$ cat src/rtl/dcs_cfg.svh
// Constants of the drive command and status word interpreter.
// Assumes inclusion by bare name from every design file that needs them.
`ifndef DCS_CFG_SVH
`define DCS_CFG_SVH

// Word widths
`define DCS_WORD_W 16
`define DCS_DIN_W 6

// Reset value of the applied command word: coast, brake and freeze active
`define DCS_CMD_RST 16'h0000
`define DCS_STAT_RST 16'h0000

// Digital input positions inside the synchronised input vector
`define DCS_DIN_BRAKE 0
`define DCS_DIN_COAST 1
`define DCS_DIN_RST_COAST 2
`define DCS_DIN_SPEED_UP 3
`define DCS_DIN_SLOW_DOWN 4
`define DCS_DIN_REVERSE 5

// Scaling: 16384 stands for 100 percent
`define DCS_FULL_SCALE 32'h0000_4000
`define DCS_FULL_SHIFT 14
`define DCS_MAV_FRAC 32'h0001_0000
`define DCS_MAV_SHIFT 16
`define DCS_POS_MAX 16'h7FFF
`define DCS_NEG_MAX 16'h8000
`define DCS_ZERO16 16'h0000

`endif

$ cat src/rtl/dcs_pkg.sv
// Types of the drive command and status word interpreter.
// Assumes nothing of its surroundings; field order follows bit order.
package dcs_pkg;

    // Command word, bit 15 first
    typedef struct packed {
        logic       reverse;
        logic [1:0] setup;
        logic       relay4;
        logic       relay1;
        logic       data_valid;
        logic       ramp2;
        logic       jog;
        logic       reset;
        logic       run;
        logic       hold_n;
        logic       quick_n;
        logic       coast_n;
        logic       brake_n;
        logic [1:0] ref_sel;
    } dcs_cmd_t;

    // Status word, bit 15 first
    typedef struct packed {
        logic timer_exc;
        logic torque_exc;
        logic volt_exc;
        logic auto_stop;
        logic in_oper;
        logic freq_ok;
        logic bus_ctrl;
        logic at_ref;
        logic warning;
        logic triplock;
        logic spare;
        logic err_notrip;
        logic trip;
        logic enable;
        logic drive_ready;
        logic ctrl_ready;
    } dcs_stat_t;

    // Source of the reverse command
    typedef enum logic [1:0] {
        DCS_REV_DIN = 2'h0,
        DCS_REV_BUS = 2'h1,
        DCS_REV_AND = 2'h2,
        DCS_REV_OR  = 2'h3
    } dcs_rev_src_t;

    // Telegram handling, Gray coded from idle to reply; reply back to idle flips both bits
    typedef enum logic [1:0] {
        DCS_ST_IDLE  = 2'h0,
        DCS_ST_APPLY = 2'h1,
        DCS_ST_REPLY = 2'h3
    } dcs_state_t;

endpackage

$ cat src/rtl/dcs_cmd_stat.sv
// Drive command word interpreter and status word builder, with scaling
// of the bus speed reference and the actual output value.
// Assumes telegram strobes and core status inputs all arrive on clk_sys_i.
// Contract
// - While frozen only coast, DC brake or matching digital inputs stop.
// - Bit 06 low ramps to stop on selected ramp; high permits start.
// - Trip reset only on 0 to 1 change of bit 07.
// - Bit 08 high takes output frequency from jog speed setting.
// - Bit 09 selects ramp pair one or two.
// - Bit 10 low discards the whole word; high applies it.
// - Bit 11 drives relay 01 only when its function follows bit 11.
// - Bit 12 drives relay 04 only when its function follows bit 12.
// - Bits 14:13 pick set-up 1 to 4 when multi set-up is enabled.
// - Bit 15 reverses only with bus, AND or OR reverse source.
// - Status bit 00 shows control ready, zero when tripped.
// - Status bit 01 shows drive ready even while coast is active.
// - Status bit 02 low while coasting, high when start is possible.
// - Status bits 03, 04, 06 flag trip, error, locked trip.
// - Status bit 07 flags any warning; bit 05 always zero.
// - Status bit 08 shows speed equals reference.
// - Status bit 09 shows bus control possible, zero in local.
// - Status bit 10 high while output frequency within limits.
// - Status bit 11 high on start signal or nonzero output frequency.
// - Status bits 12 to 15 flag auto-stop, voltage, current, thermal.
// - Whole status word zero on link loss or internal fault.
// - Reference and actual value are signed 16 bit, 16384 is 100 percent.
// - Bits 01:00 select one of four preset references.
// - Bit 02 low DC-brakes and stops; high selects ramping.
// - Bit 03 low coasts at once; high allows start.
// - Bit 05 low freezes output; only speed-up/slow-down inputs change it. A set bit 08 still selects jog speed while frozen.
`timescale 1ns/1ps
`include "dcs_cfg.svh"
module dcs_cmd_stat #(
    parameter logic [15:0] FMAX = 16'h3A98,
    parameter logic [15:0] STEP = 16'h0010
) (
    // Clock and reset
    input  wire logic                    clk_sys_i,
    input  wire logic                    rst_b_i,
    // Telegram in and reply strobe
    input  wire logic                    rx_valid_i,
    input  wire dcs_pkg::dcs_cmd_t       rx_cmd_i,
    input  wire logic signed [15:0]      rx_bus_ref_i,
    output logic                         status_valid_o,
    output dcs_pkg::dcs_stat_t           drive_status_flags_o,
    output logic signed [15:0]           actual_output_value_o,
    // Configuration
    input  wire logic                    relay1_follow_i,
    input  wire logic                    relay4_follow_i,
    input  wire logic                    multi_setup_i,
    input  wire dcs_pkg::dcs_rev_src_t   rev_src_i,
    input  wire logic signed [15:0]      jog_speed_setting_i,
    input  wire logic [15:0]             speed_low_lim_i,
    input  wire logic [15:0]             speed_high_lim_i,
    // Digital input pins
    input  wire logic [`DCS_DIN_W-1:0]   din_i,
    // Motor core status
    input  wire logic                    ctrl_ready_i,
    input  wire logic                    drive_ready_i,
    input  wire logic                    tripped_i,
    input  wire logic                    trip_locked_i,
    input  wire logic                    error_i,
    input  wire logic                    warning_i,
    input  wire logic                    at_ref_i,
    input  wire logic                    local_stop_i,
    input  wire logic                    local_mode_i,
    input  wire logic                    start_i,
    input  wire logic                    auto_stop_i,
    input  wire logic                    volt_exc_i,
    input  wire logic                    cur_exc_i,
    input  wire logic                    therm_exc_i,
    input  wire logic                    link_lost_i,
    input  wire logic                    comm_fault_i,
    input  wire logic signed [15:0]      out_freq_i,
    // Motor core controls
    output logic                         coast_o,
    output logic                         dc_brake_o,
    output logic                         quick_stop_o,
    output logic                         run_o,
    output logic                         frozen_o,
    output logic                         trip_reset_o,
    output logic                         jog_o,
    output logic                         ramp2_o,
    output logic                         relay1_o,
    output logic                         relay4_o,
    output logic [1:0]                   setup_o,
    output logic                         reverse_o,
    output logic [1:0]                   preset_sel_o,
    output logic signed [15:0]           speed_ref_o
);

    localparam logic [31:0] MAV_GAIN = 32'((`DCS_FULL_SCALE * `DCS_MAV_FRAC) / 32'(FMAX));

    dcs_pkg::dcs_state_t state_r;
    dcs_pkg::dcs_cmd_t rx_r, cmd_r;
    dcs_pkg::dcs_stat_t st_nxt;
    logic signed [15:0] bus_ref_r, held_r, ref_scaled, mav_scaled, speed_ref_nxt;
    logic signed [32:0] ref_prod;
    logic signed [48:0] mav_prod;
    logic [15:0] freq_abs;
    logic [`DCS_DIN_W-1:0] din_s, din_q_r;
    logic last_reset_r, frozen_q_r, frozen, rev_nxt;
    logic up_edge, down_edge, din_coast, din_brake;

    // Saturate a wide signed value to a 16 bit word
    function automatic logic signed [15:0] sat16(input logic signed [48:0] v);
        logic signed [48:0] hi;
        logic signed [48:0] lo;
        hi = 49'(signed'(`DCS_POS_MAX));
        lo = 49'(signed'(`DCS_NEG_MAX));
        sat16 = (v > hi) ? signed'(`DCS_POS_MAX) : (v < lo) ? signed'(`DCS_NEG_MAX) : v[15:0];
    endfunction

    // Pin inputs through two flip-flops
    dcs_sync #(.W(`DCS_DIN_W)) u_sync (
        .clk_sys_i(clk_sys_i),
        .rst_b_i(rst_b_i),
        .d_i(din_i),
        .q_o(din_s)
    );

    assign frozen = ~cmd_r.hold_n;
    assign din_brake = din_s[`DCS_DIN_BRAKE];
    assign din_coast = din_s[`DCS_DIN_COAST] | din_s[`DCS_DIN_RST_COAST];
    assign up_edge = din_s[`DCS_DIN_SPEED_UP] & ~din_q_r[`DCS_DIN_SPEED_UP];
    assign down_edge = din_s[`DCS_DIN_SLOW_DOWN] & ~din_q_r[`DCS_DIN_SLOW_DOWN];

    // Telegram sequencing: take, apply, reply
    always_ff @(posedge clk_sys_i or negedge rst_b_i) begin
        if (!rst_b_i) begin
            state_r <= dcs_pkg::DCS_ST_IDLE;
        end else begin
            case (state_r)
                dcs_pkg::DCS_ST_IDLE: state_r <= rx_valid_i ? dcs_pkg::DCS_ST_APPLY
                                                            : dcs_pkg::DCS_ST_IDLE;
                dcs_pkg::DCS_ST_APPLY: state_r <= dcs_pkg::DCS_ST_REPLY;
                dcs_pkg::DCS_ST_REPLY: state_r <= dcs_pkg::DCS_ST_IDLE;
                default: state_r <= dcs_pkg::DCS_ST_IDLE;
            endcase
        end
    end

    // Received word and bus reference capture
    always_ff @(posedge clk_sys_i or negedge rst_b_i) begin
        if (!rst_b_i) begin
            rx_r <= `DCS_CMD_RST;
            bus_ref_r <= `DCS_ZERO16;
        end else if (rx_valid_i && state_r == dcs_pkg::DCS_ST_IDLE) begin
            rx_r <= rx_cmd_i;
            bus_ref_r <= rx_bus_ref_i;
        end
    end

    // Applied command word, only from words marked valid
    always_ff @(posedge clk_sys_i or negedge rst_b_i) begin
        if (!rst_b_i) begin
            cmd_r <= `DCS_CMD_RST;
            last_reset_r <= 1'b0;
        end else if (state_r == dcs_pkg::DCS_ST_APPLY && rx_r.data_valid) begin
            cmd_r <= rx_r;
            last_reset_r <= rx_r.reset;
        end
    end

    // Trip reset pulse on leading edge only
    always_ff @(posedge clk_sys_i or negedge rst_b_i) begin
        if (!rst_b_i) begin
            trip_reset_o <= 1'b0;
        end else begin
            trip_reset_o <= state_r == dcs_pkg::DCS_ST_APPLY && rx_r.data_valid
                            && rx_r.reset && !last_reset_r;
        end
    end

    // Reverse source selection
    always_comb begin
        case (rev_src_i)
            dcs_pkg::DCS_REV_BUS: rev_nxt = cmd_r.reverse;
            dcs_pkg::DCS_REV_AND: rev_nxt = cmd_r.reverse & din_s[`DCS_DIN_REVERSE];
            dcs_pkg::DCS_REV_OR: rev_nxt = cmd_r.reverse | din_s[`DCS_DIN_REVERSE];
            default: rev_nxt = din_s[`DCS_DIN_REVERSE];
        endcase
    end

    // Stop, brake, coast and run controls
    always_ff @(posedge clk_sys_i or negedge rst_b_i) begin
        if (!rst_b_i) begin
            coast_o <= 1'b1;
            dc_brake_o <= 1'b1;
            quick_stop_o <= 1'b0;
            run_o <= 1'b0;
            frozen_o <= 1'b0;
        end else begin
            coast_o <= ~cmd_r.coast_n | din_coast;
            dc_brake_o <= ~cmd_r.brake_n | din_brake;
            quick_stop_o <= ~cmd_r.quick_n & ~frozen;
            run_o <= cmd_r.run | frozen;
            frozen_o <= frozen;
        end
    end

    // Ramp, jog, relays, set-up, reverse and preset selection
    always_ff @(posedge clk_sys_i or negedge rst_b_i) begin
        if (!rst_b_i) begin
            jog_o <= 1'b0;
            ramp2_o <= 1'b0;
            relay1_o <= 1'b0;
            relay4_o <= 1'b0;
            setup_o <= 2'h0;
            reverse_o <= 1'b0;
            preset_sel_o <= 2'h0;
        end else begin
            jog_o <= cmd_r.jog;
            ramp2_o <= cmd_r.ramp2;
            relay1_o <= cmd_r.relay1 & relay1_follow_i;
            relay4_o <= cmd_r.relay4 & relay4_follow_i;
            setup_o <= multi_setup_i ? cmd_r.setup : setup_o;
            reverse_o <= rev_nxt;
            preset_sel_o <= cmd_r.ref_sel;
        end
    end

    // Frozen frequency, moved only by speed-up and slow-down inputs
    always_ff @(posedge clk_sys_i or negedge rst_b_i) begin
        if (!rst_b_i) begin
            held_r <= `DCS_ZERO16;
            frozen_q_r <= 1'b0;
            din_q_r <= '0;
        end else begin
            frozen_q_r <= frozen;
            din_q_r <= din_s;
            if (frozen && !frozen_q_r) begin
                held_r <= out_freq_i;
            end else if (frozen && up_edge) begin
                held_r <= 16'(held_r + signed'(STEP));
            end else if (frozen && down_edge) begin
                held_r <= 16'(held_r - signed'(STEP));
            end
        end
    end

    // Scaling between relative words and core units
    always_comb begin
        ref_prod = 33'(bus_ref_r) * 33'(signed'({1'b0, FMAX}));
        mav_prod = 49'(out_freq_i) * 49'(signed'({1'b0, MAV_GAIN}));
        ref_scaled = sat16(49'(ref_prod >>> `DCS_FULL_SHIFT));
        mav_scaled = sat16(mav_prod >>> `DCS_MAV_SHIFT);
        speed_ref_nxt = cmd_r.jog ? jog_speed_setting_i : frozen ? held_r : ref_scaled;
    end

    // Status word assembly
    always_comb begin
        freq_abs = out_freq_i[15] ? 16'(-out_freq_i) : out_freq_i;
        st_nxt = `DCS_STAT_RST;
        st_nxt.ctrl_ready = ctrl_ready_i & ~tripped_i;
        st_nxt.drive_ready = drive_ready_i;
        st_nxt.enable = ~coast_o;
        st_nxt.trip = tripped_i;
        st_nxt.err_notrip = error_i;
        st_nxt.spare = 1'b0;
        st_nxt.triplock = trip_locked_i;
        st_nxt.warning = warning_i;
        st_nxt.at_ref = at_ref_i;
        st_nxt.bus_ctrl = ~local_stop_i & ~local_mode_i;
        st_nxt.freq_ok = freq_abs > speed_low_lim_i && freq_abs < speed_high_lim_i;
        st_nxt.in_oper = start_i | (out_freq_i != `DCS_ZERO16);
        st_nxt.auto_stop = auto_stop_i;
        st_nxt.volt_exc = volt_exc_i;
        st_nxt.torque_exc = cur_exc_i;
        st_nxt.timer_exc = therm_exc_i;
        if (link_lost_i || comm_fault_i) begin
            st_nxt = `DCS_STAT_RST;
        end
    end

    // Status, actual value, speed reference and reply strobe
    always_ff @(posedge clk_sys_i or negedge rst_b_i) begin
        if (!rst_b_i) begin
            drive_status_flags_o <= `DCS_STAT_RST;
            actual_output_value_o <= `DCS_ZERO16;
            speed_ref_o <= `DCS_ZERO16;
            status_valid_o <= 1'b0;
        end else begin
            drive_status_flags_o <= st_nxt;
            actual_output_value_o <= mav_scaled;
            speed_ref_o <= speed_ref_nxt;
            status_valid_o <= state_r == dcs_pkg::DCS_ST_REPLY;
        end
    end
endmodule

$ cat src/rtl/dcs_sync.sv
// Two-stage synchroniser for a vector of asynchronous pin inputs.
// Assumes each bit is an independent level; no bus coherence is kept.
`timescale 1ns/1ps
module dcs_sync #(
    parameter int W = 6
) (
    // Clock and reset
    input  wire logic         clk_sys_i,
    input  wire logic         rst_b_i,
    // Pins and synchronised levels
    input  wire logic [W-1:0] d_i,
    output logic [W-1:0]      q_o
);

    logic [W-1:0] meta_r;

    // First stage feeds only the second
    always_ff @(posedge clk_sys_i or negedge rst_b_i) begin
        if (!rst_b_i) begin
            meta_r <= '0;
            q_o <= '0;
        end else begin
            meta_r <= d_i;
            q_o <= meta_r;
        end
    end

endmodule

$ cat config.mk
export PLATFORM = sky130hd
export DESIGN_NAME = dcs_cmd_stat
export DESIGN_NICKNAME = d
export VERILOG_FILES = /design/src/rtl/dcs_pkg.sv /design/src/rtl/dcs_cmd_stat.sv /design/src/rtl/dcs_sync.sv
export VERILOG_INCLUDE_DIRS = /design/src /design/src/rtl
export SDC_FILE = /design/constraint.sdc
export NUM_CORES = 1
export LEC_CHECK = 0
export BUFFER_PORTS_ARGS = -buffer_cell sky130_fd_sc_hd__buf_2
export CORE_MARGIN = 3
export CORE_UTILIZATION = 65
export CTS_CLUSTER_DIAMETER = 200
export DETAILED_ROUTE_END_ITERATION = 10
export PLACE_DENSITY_LB_ADDON = 0.08
export RECOVER_POWER = 100
export REMOVE_ABC_BUFFERS = 1
export SYNTH_ARGS = -nofsm -noshare
export SYNTH_HDL_FRONTEND = slang
export SYNTH_HIERARCHICAL = 1
export SYNTH_SLANG_ARGS = --single-unit
$ cat constraint.sdc
create_clock -name clk_sys_i -period 13.11 [get_ports clk_sys_i]
set_input_delay 2.622 -clock clk_sys_i [delete_from_list [all_inputs] [get_ports clk_sys_i]]
set_output_delay 2.622 -clock clk_sys_i [all_outputs]
set_load 0.01 [all_outputs]
==> results of run 1 <==
==> kinds of logic (layout without fill, tap and decap cells) <==
group	Yosys count	in the layout	synth area share [%]
buffers and inverters	363	568	9.12
AOI/OAI and AO/OA	229	229	9.89
and+or+nand+nor	195	195	6.22
other	1	1	0.0248
DFF	142	142	23.6
xor gates and xnor gates	61	61	3.54
muxes	51	51	3.77
adders and majority gates	440	440	43.9
==> area by class of cell <==
| cell class | count | area, um2 | area share [%] |
|---|---|---|---|
| multi-input combinational | 977 | 10200 | 60.3 |
| sequential | 142 | 3560 | 21.1 |
| inverter | 344 | 1290 | 7.66 |
| timing repair buffer | 192 | 868 | 5.15 |
| clock buffer | 17 | 425 | 2.53 |
| tap | 285 | 357 | 2.12 |
| clock inverter | 15 | 186 | 1.11 |
==> per-stage QoR <==
stage               setup WS [ns]  instance area, um2  hold WS (ns)  utilization (%)
floorplan                    4.77               15000         0.331                -
finish                       3.63               16800         0.344             74.2
global placement             4.05               16300         0.332             72.0
detailed placement           3.89               16300         0.335             72.0
CTS                          4.30               17000         0.346             74.7
global route                 3.08               16800         0.351             74.2
==> state kept, by name, indices dropped and copies added, names as in the netlist, 2 cells and up <==
name / count
actual_output_value_o: 16
setup_o: 2
u_sync/meta_r: 6
din_q_r: 2
drive_status_flags_o: 15
preset_sel_o: 2
bus_ref_r: 16
speed_ref_o: 16
state_r: 2
held_r: 16
rx_r: 16
cmd_r: 14
u_sync/q_o: 6
==> how the worst max path moves through the flow <==
stage	slack, ns	endpoint	start
finish	3.63	actual_output_value_o[14]$_DFF_PN0_	out_freq_i[6]
global route	3.08	actual_output_value_o[14]$_DFF_PN0_	out_freq_i[6]
CTS	4.30	actual_output_value_o[14]$_DFF_PN0_	out_freq_i[4]
global placement	4.05	actual_output_value_o[14]$_DFF_PN0_	out_freq_i[4]
floorplan	4.77	actual_output_value_o[14]$_DFF_PN0_	out_freq_i[7]
detailed placement	3.89	actual_output_value_o[14]$_DFF_PN0_	out_freq_i[4]
==> worst max-delay path: stages <==
cell,delay [ns]
clkbuf_1,0.43
fa_1,0.59
xor2_1,0.24
ha_1,0.29
fa_1,0.53
fa_1,0.45
fa_1,0.56
inv_1,0.06
fa_1,0.54
inv_1,0.04
ha_1,0.32
a21o_1,0.18
a21o_1,0.17
a21o_1,0.18
o21ai_0,0.32
a21boi_0,0.26
or2_0,0.32
a21o_1,0.20
o21ai_0,1.21
a31o_2,0.31
==> placed cells by master, fill, tap and decap left out, types with 4 or more instances in the layout <==
cell type | Yosys | layout
nor2_1 | 44 | 44
or3_1 | 4 | 4
o21ai_0 | 39 | 40
nand2b_1 | 10 | 10
nand2_1 | 63 | 63
inv_1 | 343 | 343
or2_2 | 6 | 5
fa_1 | 149 | 149
ha_1 | 291 | 291
and2_0 | 0 | 10
mux2i_1 | 4 | 4
clkinv_8 | 0 | 6
nand4_1 | 11 | 11
nor2b_1 | 6 | 6
nand3_1 | 9 | 9
nor3_1 | 12 | 12
o22ai_1 | 14 | 14
clkbuf_1 | 16 | 78
dfrtp_1 | 140 | 140
xnor2_1 | 41 | 41
a21oi_1 | 71 | 71
o21a_1 | 6 | 6
inv_8 | 0 | 4
a21o_1 | 47 | 47
clkbuf_16 | 0 | 17
buf_2 | 0 | 112
nor3b_1 | 4 | 4
a211oi_1 | 11 | 11
mux2_2 | 47 | 47
and2_1 | 15 | 5
a31oi_1 | 6 | 6
xor2_1 | 20 | 20
==> layer usage <==
| metal | share of wire (%) | routed length, um | vias to the layer above |
|---|---|---|---|
| met1 | 42 | 14300 | 5310 |
| li1 | - | - | 5212 |
| met2 | 50 | 17000 | 288 |
| met3 | 4.9 | 1680 | 67 |
| met5 | 0 | 0 | - |
| met4 | 3.0 | 1020 | 0 |
==> qor.txt, run 1 <==
Mapped cell area = 15100 um2
Setup bufs post-CTS = 0
DRC = 0
Async S/R FF share, synth = 100%
Clock root cell = clkbuf_16
Chip Width = 158 um
GRT Total Usage = 28.0%
Worst hold path class = reg2reg
Synth area leaders = ha_1 (24%), dfrtp_1 (23%), fa_1 (20%)
Hold Path End = u_sync/q_o[4]$_DFF_PN0_
Avg WL per Cell = 17.3 um
Max Freq = 105 MHz
Layout cells sized above 1 = 12.3%
Met2 Resource Use GR = 48.1%
I/O pin count = 190
Clk_lat worst skew = 0.42 ns
Reg clk slew, reported paths = 0.07 ns
EDFF count, synth = 0
Final worst-path cycle share = 72.3%
Failing checks = max-capacitance violations, max-slew violations
HP Start = u_sync/meta_r[4]$_DFF_PN0_
Setup TNS = 0 ns
Slew HR = -204%
Number of gates resized after CTS = 0
Hold path cells = 0
Met3 layer usage reported by global route = 4.16%
Number of distinct library cells after synthesis = 64
CTS Buf Count = 17
Top_reg_cell synth = dfrtp_1
Met1 Use GR = 36.5%
Count leader, synth = inv_1
Initial antenna violation count = 0
WP data required = 13.47 ns
Crit path arrival time = 9.84 ns
Min cycle time layout = 9.48 ns
Most frequent cells after synthesis = inv_1 (343), ha_1 (291), fa_1 (149)
H-Tree Depth = 4
Die ar. = 25100 um2
TritonCTS Sinks = 142
Max_cap viols = 4
Status = finished with violations
TritonCTS clock tree = done
Vias per inst = 5.52
Initial DRT Pass Iterations = 5
# setup viols final = 0
Cts hold-fix bufs = 0
Gr ovfl total = 0
Post-route ant nets = 0
Syn Inst Count = 1482
CORE AREA = 22700 um2
Final cell count without fillers = 1972
DP HPWL = 28.2 mm
Initial drt markers = 543
Maximum root-to-sink buffer count = 2
Detailed Route WL = 34.1 mm
RSZ-0062 raised after global routing = no
Vias in the first global route = 11300
Initial Util = 66.5%
Placed cells = 1940
Final hold vios = 0
First-pass GRT wire length = 54.8 mm
Final #Nets = 2240
Placer Congestion = 0.955
Critical path endpoint category = flip-flop
Die Height = 158 um
Worst-margin pin slew = 4.56 ns
Filler cells = 1731
Clock skew = 0.0135 ns
Syn Area/Cell = 10.2 um2
CP Class = in2reg
Largest net degree at the start of global routing = 86
Area Overhead vs Synth = 11.6%
Top cell type by total area after synthesis = ha_1
Reg2Reg Depth = 19
Internal reg-to-reg setup slack = 6.71 ns
Ant diodes = 0
FF-to-FF Start = bus_ref_r[4]$_DFFE_PN0P_
Number of synthesized register bits = 142
Reg2reg end = speed_ref_o[13]$_DFF_PN0_
Fin. max-slew vios = 197
Std-Cell Rows = 55
Synth warn = 6
Synth top area share = 24.1%
IO buf count = 188
Crit Path Max Fanout = 15
Vias = 10900
CP Launch Type = primary input
Register area share after synthesis = 23.6%
GRT Max-Usage Layer = met2
Power of run 1 is left out: the tool's default activity adds up to more than one toggle a clock period on the data nets, which glitch-free logic cannot reach.
==> run 2: changes to the inputs <==
--- a/config.mk
+++ b/config.mk
@@ -8,7 +8,7 @@
 export LEC_CHECK = 0
 export BUFFER_PORTS_ARGS = -buffer_cell sky130_fd_sc_hd__buf_2
 export CORE_MARGIN = 3
-export CORE_UTILIZATION = 65
+export CORE_UTILIZATION = 60
 export CTS_CLUSTER_DIAMETER = 200
 export DETAILED_ROUTE_END_ITERATION = 10
 export PLACE_DENSITY_LB_ADDON = 0.08
==> constraint.sdc (replaced) <==
create_clock -name clk_sys_i -period 9.7 [get_ports clk_sys_i]
set_input_delay 1.94 -clock clk_sys_i [delete_from_list [all_inputs] [get_ports clk_sys_i]]
set_output_delay 1.94 -clock clk_sys_i [all_outputs]
set_load 0.01 [all_outputs]
==> run 2 against run 1 <==
- the flow still finishes with violations (max-capacitance violations, max-slew violations)
- non-clock buffer count up 2
- design area up 0.45%
- register-to-register slack worse by 3.4 ns
- flip-flop and latch count unchanged
- highest routed layer unchanged
- first-iteration DRC count down 2.0%
- via count down 1.5%
==> qor.txt, run 2 (synthesis gave the netlist of run 1 again) <==
Fin. max-slew vios = 145 (-26%)
Clk_lat worst skew = 0.41 ns (about the same)
DP HPWL = 28.4 mm (+0.56%)
Max_cap viols = 3 (-1)
Area Overhead vs Synth = 12.1%
Failing checks = max-capacitance violations, max-slew violations
Register area = 3560 um2 (unchanged)
DRC = 0 (unchanged)
Cts hold-fix bufs = 0 (unchanged)
Initial Util = 61.5% (-4.9 points)
RSZ-0062 raised after global routing = no
Final #Nets = 2242 (+0.089%)
Gr ovfl total = 0 (unchanged)
Clock root cell = clkbuf_16
Most frequent cells in the layout = inv_1 (343), ha_1 (291), fa_1 (149), dfrtp_1 (140), buf_2 (117)
TritonCTS Sinks = 142 (unchanged)
Avg WL per Cell = 16.7 um (-3.1%)
Reg2Reg Depth = 19 (unchanged)
I/O pin count = 190 (unchanged)
Hold path cells = 0 (unchanged)
Largest net degree at the start of global routing = 76 (-12%)
Final hold vios = 0 (unchanged)
Footprint of the multi-input gates = 10200 um2 (unchanged)
Layout cells sized above 1 = 12.6% (+0.34 points)
First-pass GRT wire length = 55.3 mm (+0.92%)
CP Launch Type = primary input
Vias per inst = 5.32 (-3.6%)
GRT Total Usage = 26.1% (-1.9 points)
Initial DRT Pass Iterations = 5 (unchanged)
Crit Path Max Fanout = 15 (unchanged)
Commonest non-fill, non-tap cell in the layout = inv_1
Vias in the first global route = 11200 (-0.94%)
Std-Cell Rows = 57 (+3.6%)
Crit path arrival time = 8.89 ns (-0.95 ns)
Clock skew = 0.0112 ns (-0.00229 ns)
Final worst-path cycle share = 88.0%
Setup TNS = 0 ns (unchanged)
Maximum root-to-sink buffer count = 2 (unchanged)
Status = finished with violations
Slew HR = -145% (+59 points)
H-Tree Depth = 4 (unchanged)
CTS Buf Count = 17 (unchanged)
Worst-margin pin slew = 3.68 ns (-0.886 ns)
IO buf count = 188 (unchanged)
Initial antenna violation count = 0 (unchanged)
CP Class = in2reg
Critical path endpoint category = flip-flop
Min cycle time layout = 8.53 ns
Die ar. = 27100 um2 (+8.0%)
Placer Congestion = 0.954 (about the same)
Number of gates resized after CTS = 0 (unchanged)
Detailed Route WL = 33.7 mm (-0.95%)
Reg clk slew, reported paths = 0.07 ns (about the same)
Die Height = 165 um (+3.9%)
CORE AREA = 24500 um2 (+8.0%)
Vias = 10700 (-1.5%)
Max Freq = 117 MHz
Chip Width = 165 um (+3.9%)
Initial drt markers = 532 (-2.0%)
# setup viols final = 0 (unchanged)
Post-route ant nets = 0 (unchanged)
WP data required = 10.05 ns (-3.42 ns)
Setup bufs post-CTS = 0 (unchanged)
TritonCTS clock tree = done
Worst hold path class = reg2reg
Filler cells = 1997 (+15%)
==> run 2: cell type report <==
type	count	area share, %
Sequential cell	142	21.0
Tap cell	324	2.40
Timing Repair Buffer	194	5.23
Clock buffer	17	2.51
Inverter	344	7.63
Antenna cell	3	0.0444
Clock inverter	15	1.12
Multi-Input combinational cell	977	60.1
==> run 2: per-layer routing <==
metal | track usage [%] | part of all wire [%] | vias to the layer above
met5 | 0 | 0 | -
met4 | 7.85 | 2.3 | 0
met3 | 3.41 | 4.3 | 42
met2 | 43.6 | 49 | 244
met1 | 35.7 | 45 | 5208
li1 | - | - | 5224
==> run 2: final timing paths <==
path | startpoint | end | slack [ns]
worst max-delay path | out_freq_i[4] | actual_output_value_o[14]$_DFF_PN0_ | 1.17
worst min-delay path | u_sync/meta_r[3]$_DFF_PN0_ | u_sync/q_o[3]$_DFF_PN0_ | 0.34
worst max register to register | bus_ref_r[4]$_DFFE_PN0P_ | speed_ref_o[13]$_DFF_PN0_ | 3.30
worst min register to register | u_sync/meta_r[3]$_DFF_PN0_ | u_sync/q_o[3]$_DFF_PN0_ | 0.34
max in group asynchronous | rst_b_i | actual_output_value_o[13]$_DFF_PN0_ | 2.09
min in group asynchronous | rst_b_i | speed_ref_o[0]$_DFF_PN0_ | 2.76
==> run 2: stage by stage <==
step           utilization (%)  worst slack [ns]  cells  hold slack (ns)  area [um2]
6_report                  69.0              1.17   2016            0.344       16900
2_1_floorplan                -              2.04   1463            0.331       15000
5_1_grt                   69.0             0.674   2013            0.352       16900
3_5_place_dp              66.9              1.38   1981            0.336       16400
4_1_cts                   69.4              1.79   2013            0.347       17000
3_3_place_gp              66.9              1.37   1981            0.332       16400
==> run 2: worst max-delay path, stage by stage <==
cell and delay, ns:
clkbuf_1 0.23, fa_1 0.69, inv_1 0.11, fa_1 0.53, inv_1 0.05, fa_1 0.52
fa_1 0.45, fa_1 0.56, inv_1 0.06, fa_1 0.54, inv_1 0.05, ha_1 0.20
a21o_1 0.20, a21o_1 0.17, a21o_1 0.17, o21ai_0 0.28, a21boi_0 0.23, or2_1 0.30
a21o_1 0.18, o21ai_0 1.11, a31o_2 0.30
Power of run 2 is left out for the same reason.
==> run 3: changes to the inputs <==
==> constraint.sdc (replaced) <==
create_clock -name clk_sys_i -period 9.4 [get_ports clk_sys_i]
set_input_delay 1.88 -clock clk_sys_i [delete_from_list [all_inputs] [get_ports clk_sys_i]]
set_output_delay 1.88 -clock clk_sys_i [all_outputs]
set_load 0.01 [all_outputs]
==> run 3 against run 2 <==
- the run still ends with max-capacitance violations, max-slew violations left
- setup slack worse by 0.021 ns
- highest routed layer unchanged
- core utilization about the same
- flip-flop and latch count unchanged
- design area about the same
- hold slack about the same
- final cell count unchanged
- critical endpoint unchanged
- die area unchanged
- routed wire length up 0.33%
==> qor.txt, run 3 (synthesis gave the netlist of run 1 again) <==
Status = finished with violations
Failing checks = max-capacitance violations, max-slew violations
Initial DRT Pass Iterations = 5 (unchanged)
Hold path cells = 0 (unchanged)
CTS Buf Count = 17 (unchanged)
Initial antenna violation count = 1 (+1)
Crit Path Max Fanout = 15 (unchanged)
Final #Nets = 2243 (+0.045%)
Post-route ant nets = 0 (unchanged)
Maximum root-to-sink buffer count = 2 (unchanged)
Vias = 10700 (-0.13%)
Cts hold-fix bufs = 0 (unchanged)
DRC = 0 (unchanged)
Max Freq = 121 MHz
Setup TNS = 0 ns (unchanged)
RSZ-0062 raised after global routing = no
Vias in the first global route = 11200 (+0.071%)
Gr ovfl total = 0 (unchanged)
DP HPWL = 28.5 mm (+0.19%)
Number of gates resized after CTS = 0 (unchanged)
First-pass GRT wire length = 54.7 mm (-1.2%)
CP Launch Type = primary input
Clock root cell = clkbuf_16
H-Tree Depth = 4 (unchanged)
CORE AREA = 24500 um2 (unchanged)
# setup viols final = 0 (unchanged)
Clk_lat worst skew = 0.42 ns (about the same)
Detailed Route WL = 33.8 mm (+0.33%)
Max_cap viols = 2 (-1)
GRT Total Usage = 25.9% (-0.20 points)
Setup bufs post-CTS = 0 (unchanged)
Largest net degree at the start of global routing = 76 (unchanged)
Worst hold path class = reg2reg
Final hold vios = 0 (unchanged)
Die ar. = 27100 um2 (unchanged)
Placer Congestion = 0.950 (-0.41%)
Initial Util = 61.5% (unchanged)
Fin. max-slew vios = 145 (unchanged)
Initial drt markers = 644 (+21%)
TritonCTS Sinks = 142 (unchanged)
Crit path arrival time = 8.61 ns (-0.28 ns)
Final worst-path cycle share = 87.8%
Most frequent cells in the layout = inv_1 (343), ha_1 (291), fa_1 (149), dfrtp_1 (140), buf_2 (117)
Reg clk slew, reported paths = 0.07 ns (about the same)
Internal reg-to-reg setup slack = 3.04 ns (-0.26 ns)
Commonest non-fill, non-tap cell in the layout = inv_1
Clock skew = 0.0137 ns (+0.00250 ns)
Chip Width = 165 um (unchanged)
Vias per inst = 5.31 (-0.13%)
Reg2Reg Depth = 19 (unchanged)
CP Class = in2reg
I/O pin count = 190 (unchanged)
TritonCTS clock tree = done
Area Overhead vs Synth = 12.1% (about the same)
Min cycle time layout = 8.25 ns
Slew HR = -144% (+0.62 points)
WP data required = 9.75 ns (-0.30 ns)
Pre-CTS setup slack = 1.18 ns (-0.199 ns)
Final worst slack = 1.15 ns (-0.0206 ns)
IO buf count = 188 (unchanged)
Worst-margin pin slew = 3.67 ns (-0.00937 ns)
Layout cells sized above 1 = 12.7% (+0.052 points)
Die Height = 165 um (unchanged)
Std-Cell Rows = 57 (unchanged)
Final Util = 69.0% (about the same)
Critical path endpoint category = flip-flop
Avg WL per Cell = 16.8 um (+0.33%)
run 3: changes by cell type in the layout (fill, tap and decap cells not counted), sizes merged:
cell	before	now
clkinv	4	7
inv	352	349
buf	120	121
bufinv	2	1
clkinvlp	1	2
diode	3	2
run 3: final timing paths:
check,from,endpoint
min in group asynchronous,rst_b_i,speed_ref_o[0]$_DFF_PN0_
min,u_sync/meta_r[4]$_DFF_PN0_,u_sync/q_o[4]$_DFF_PN0_
max reg2reg,bus_ref_r[4]$_DFFE_PN0P_,speed_ref_o[13]$_DFF_PN0_
max,out_freq_i[4],actual_output_value_o[14]$_DFF_PN0_
max in group asynchronous,rst_b_i,actual_output_value_o[7]$_DFF_PN0_
min reg2reg,u_sync/meta_r[4]$_DFF_PN0_,u_sync/q_o[4]$_DFF_PN0_
run 3: through the flow:
| stage | cells | hold slack (ns) | area (um2) |
|---|---|---|---|
| detailed placement | 1982 | 0.336 | 16400 |
| global placement | 1982 | 0.331 | 16400 |
| floorplan | 1463 | 0.331 | 15000 |
| global route | 2015 | 0.360 | 16900 |
| CTS | 2014 | 0.346 | 17000 |
| finish | 2016 | 0.344 | 16900 |
run 3: area by class of cell:
| class | count | area (um2) |
|---|---|---|
| diodes | 2 | 5.00 |
| clock buffers | 17 | 425 |
| clock inverters | 15 | 198 |
| fillers | 1996 | 7610 |
| inverters | 344 | 1290 |
| multi-input cells | 977 | 10200 |
| flip-flops and latches | 142 | 3560 |
| well taps | 324 | 405 |
| repair buffers | 195 | 893 |
run 3: per-layer routing:
layer	up-vias	track usage, %	wire length [um]
met2	252	43.5	16600
met5	-	0	0
met1	5170	34.4	14800
met3	59	4.06	1540
li1	5223	-	-
met4	0	8.69	966
run 3: critical path, stage by stage:
cell	delay, ns
clkbuf_1	0.23
fa_1	0.69
inv_1	0.12
fa_1	0.55
inv_1	0.06
fa_1	0.47
fa_1	0.41
fa_1	0.54
inv_1	0.06
fa_1	0.53
inv_1	0.05
ha_1	0.32
a21o_1	0.18
a21o_1	0.18
a21o_1	0.18
o21ai_0	0.31
a21boi_0	0.26
or2_1	0.32
a32o_1	0.24
a221oi_2	0.81
a31o_2	0.21
Power of run 3 is left out for the same reason.
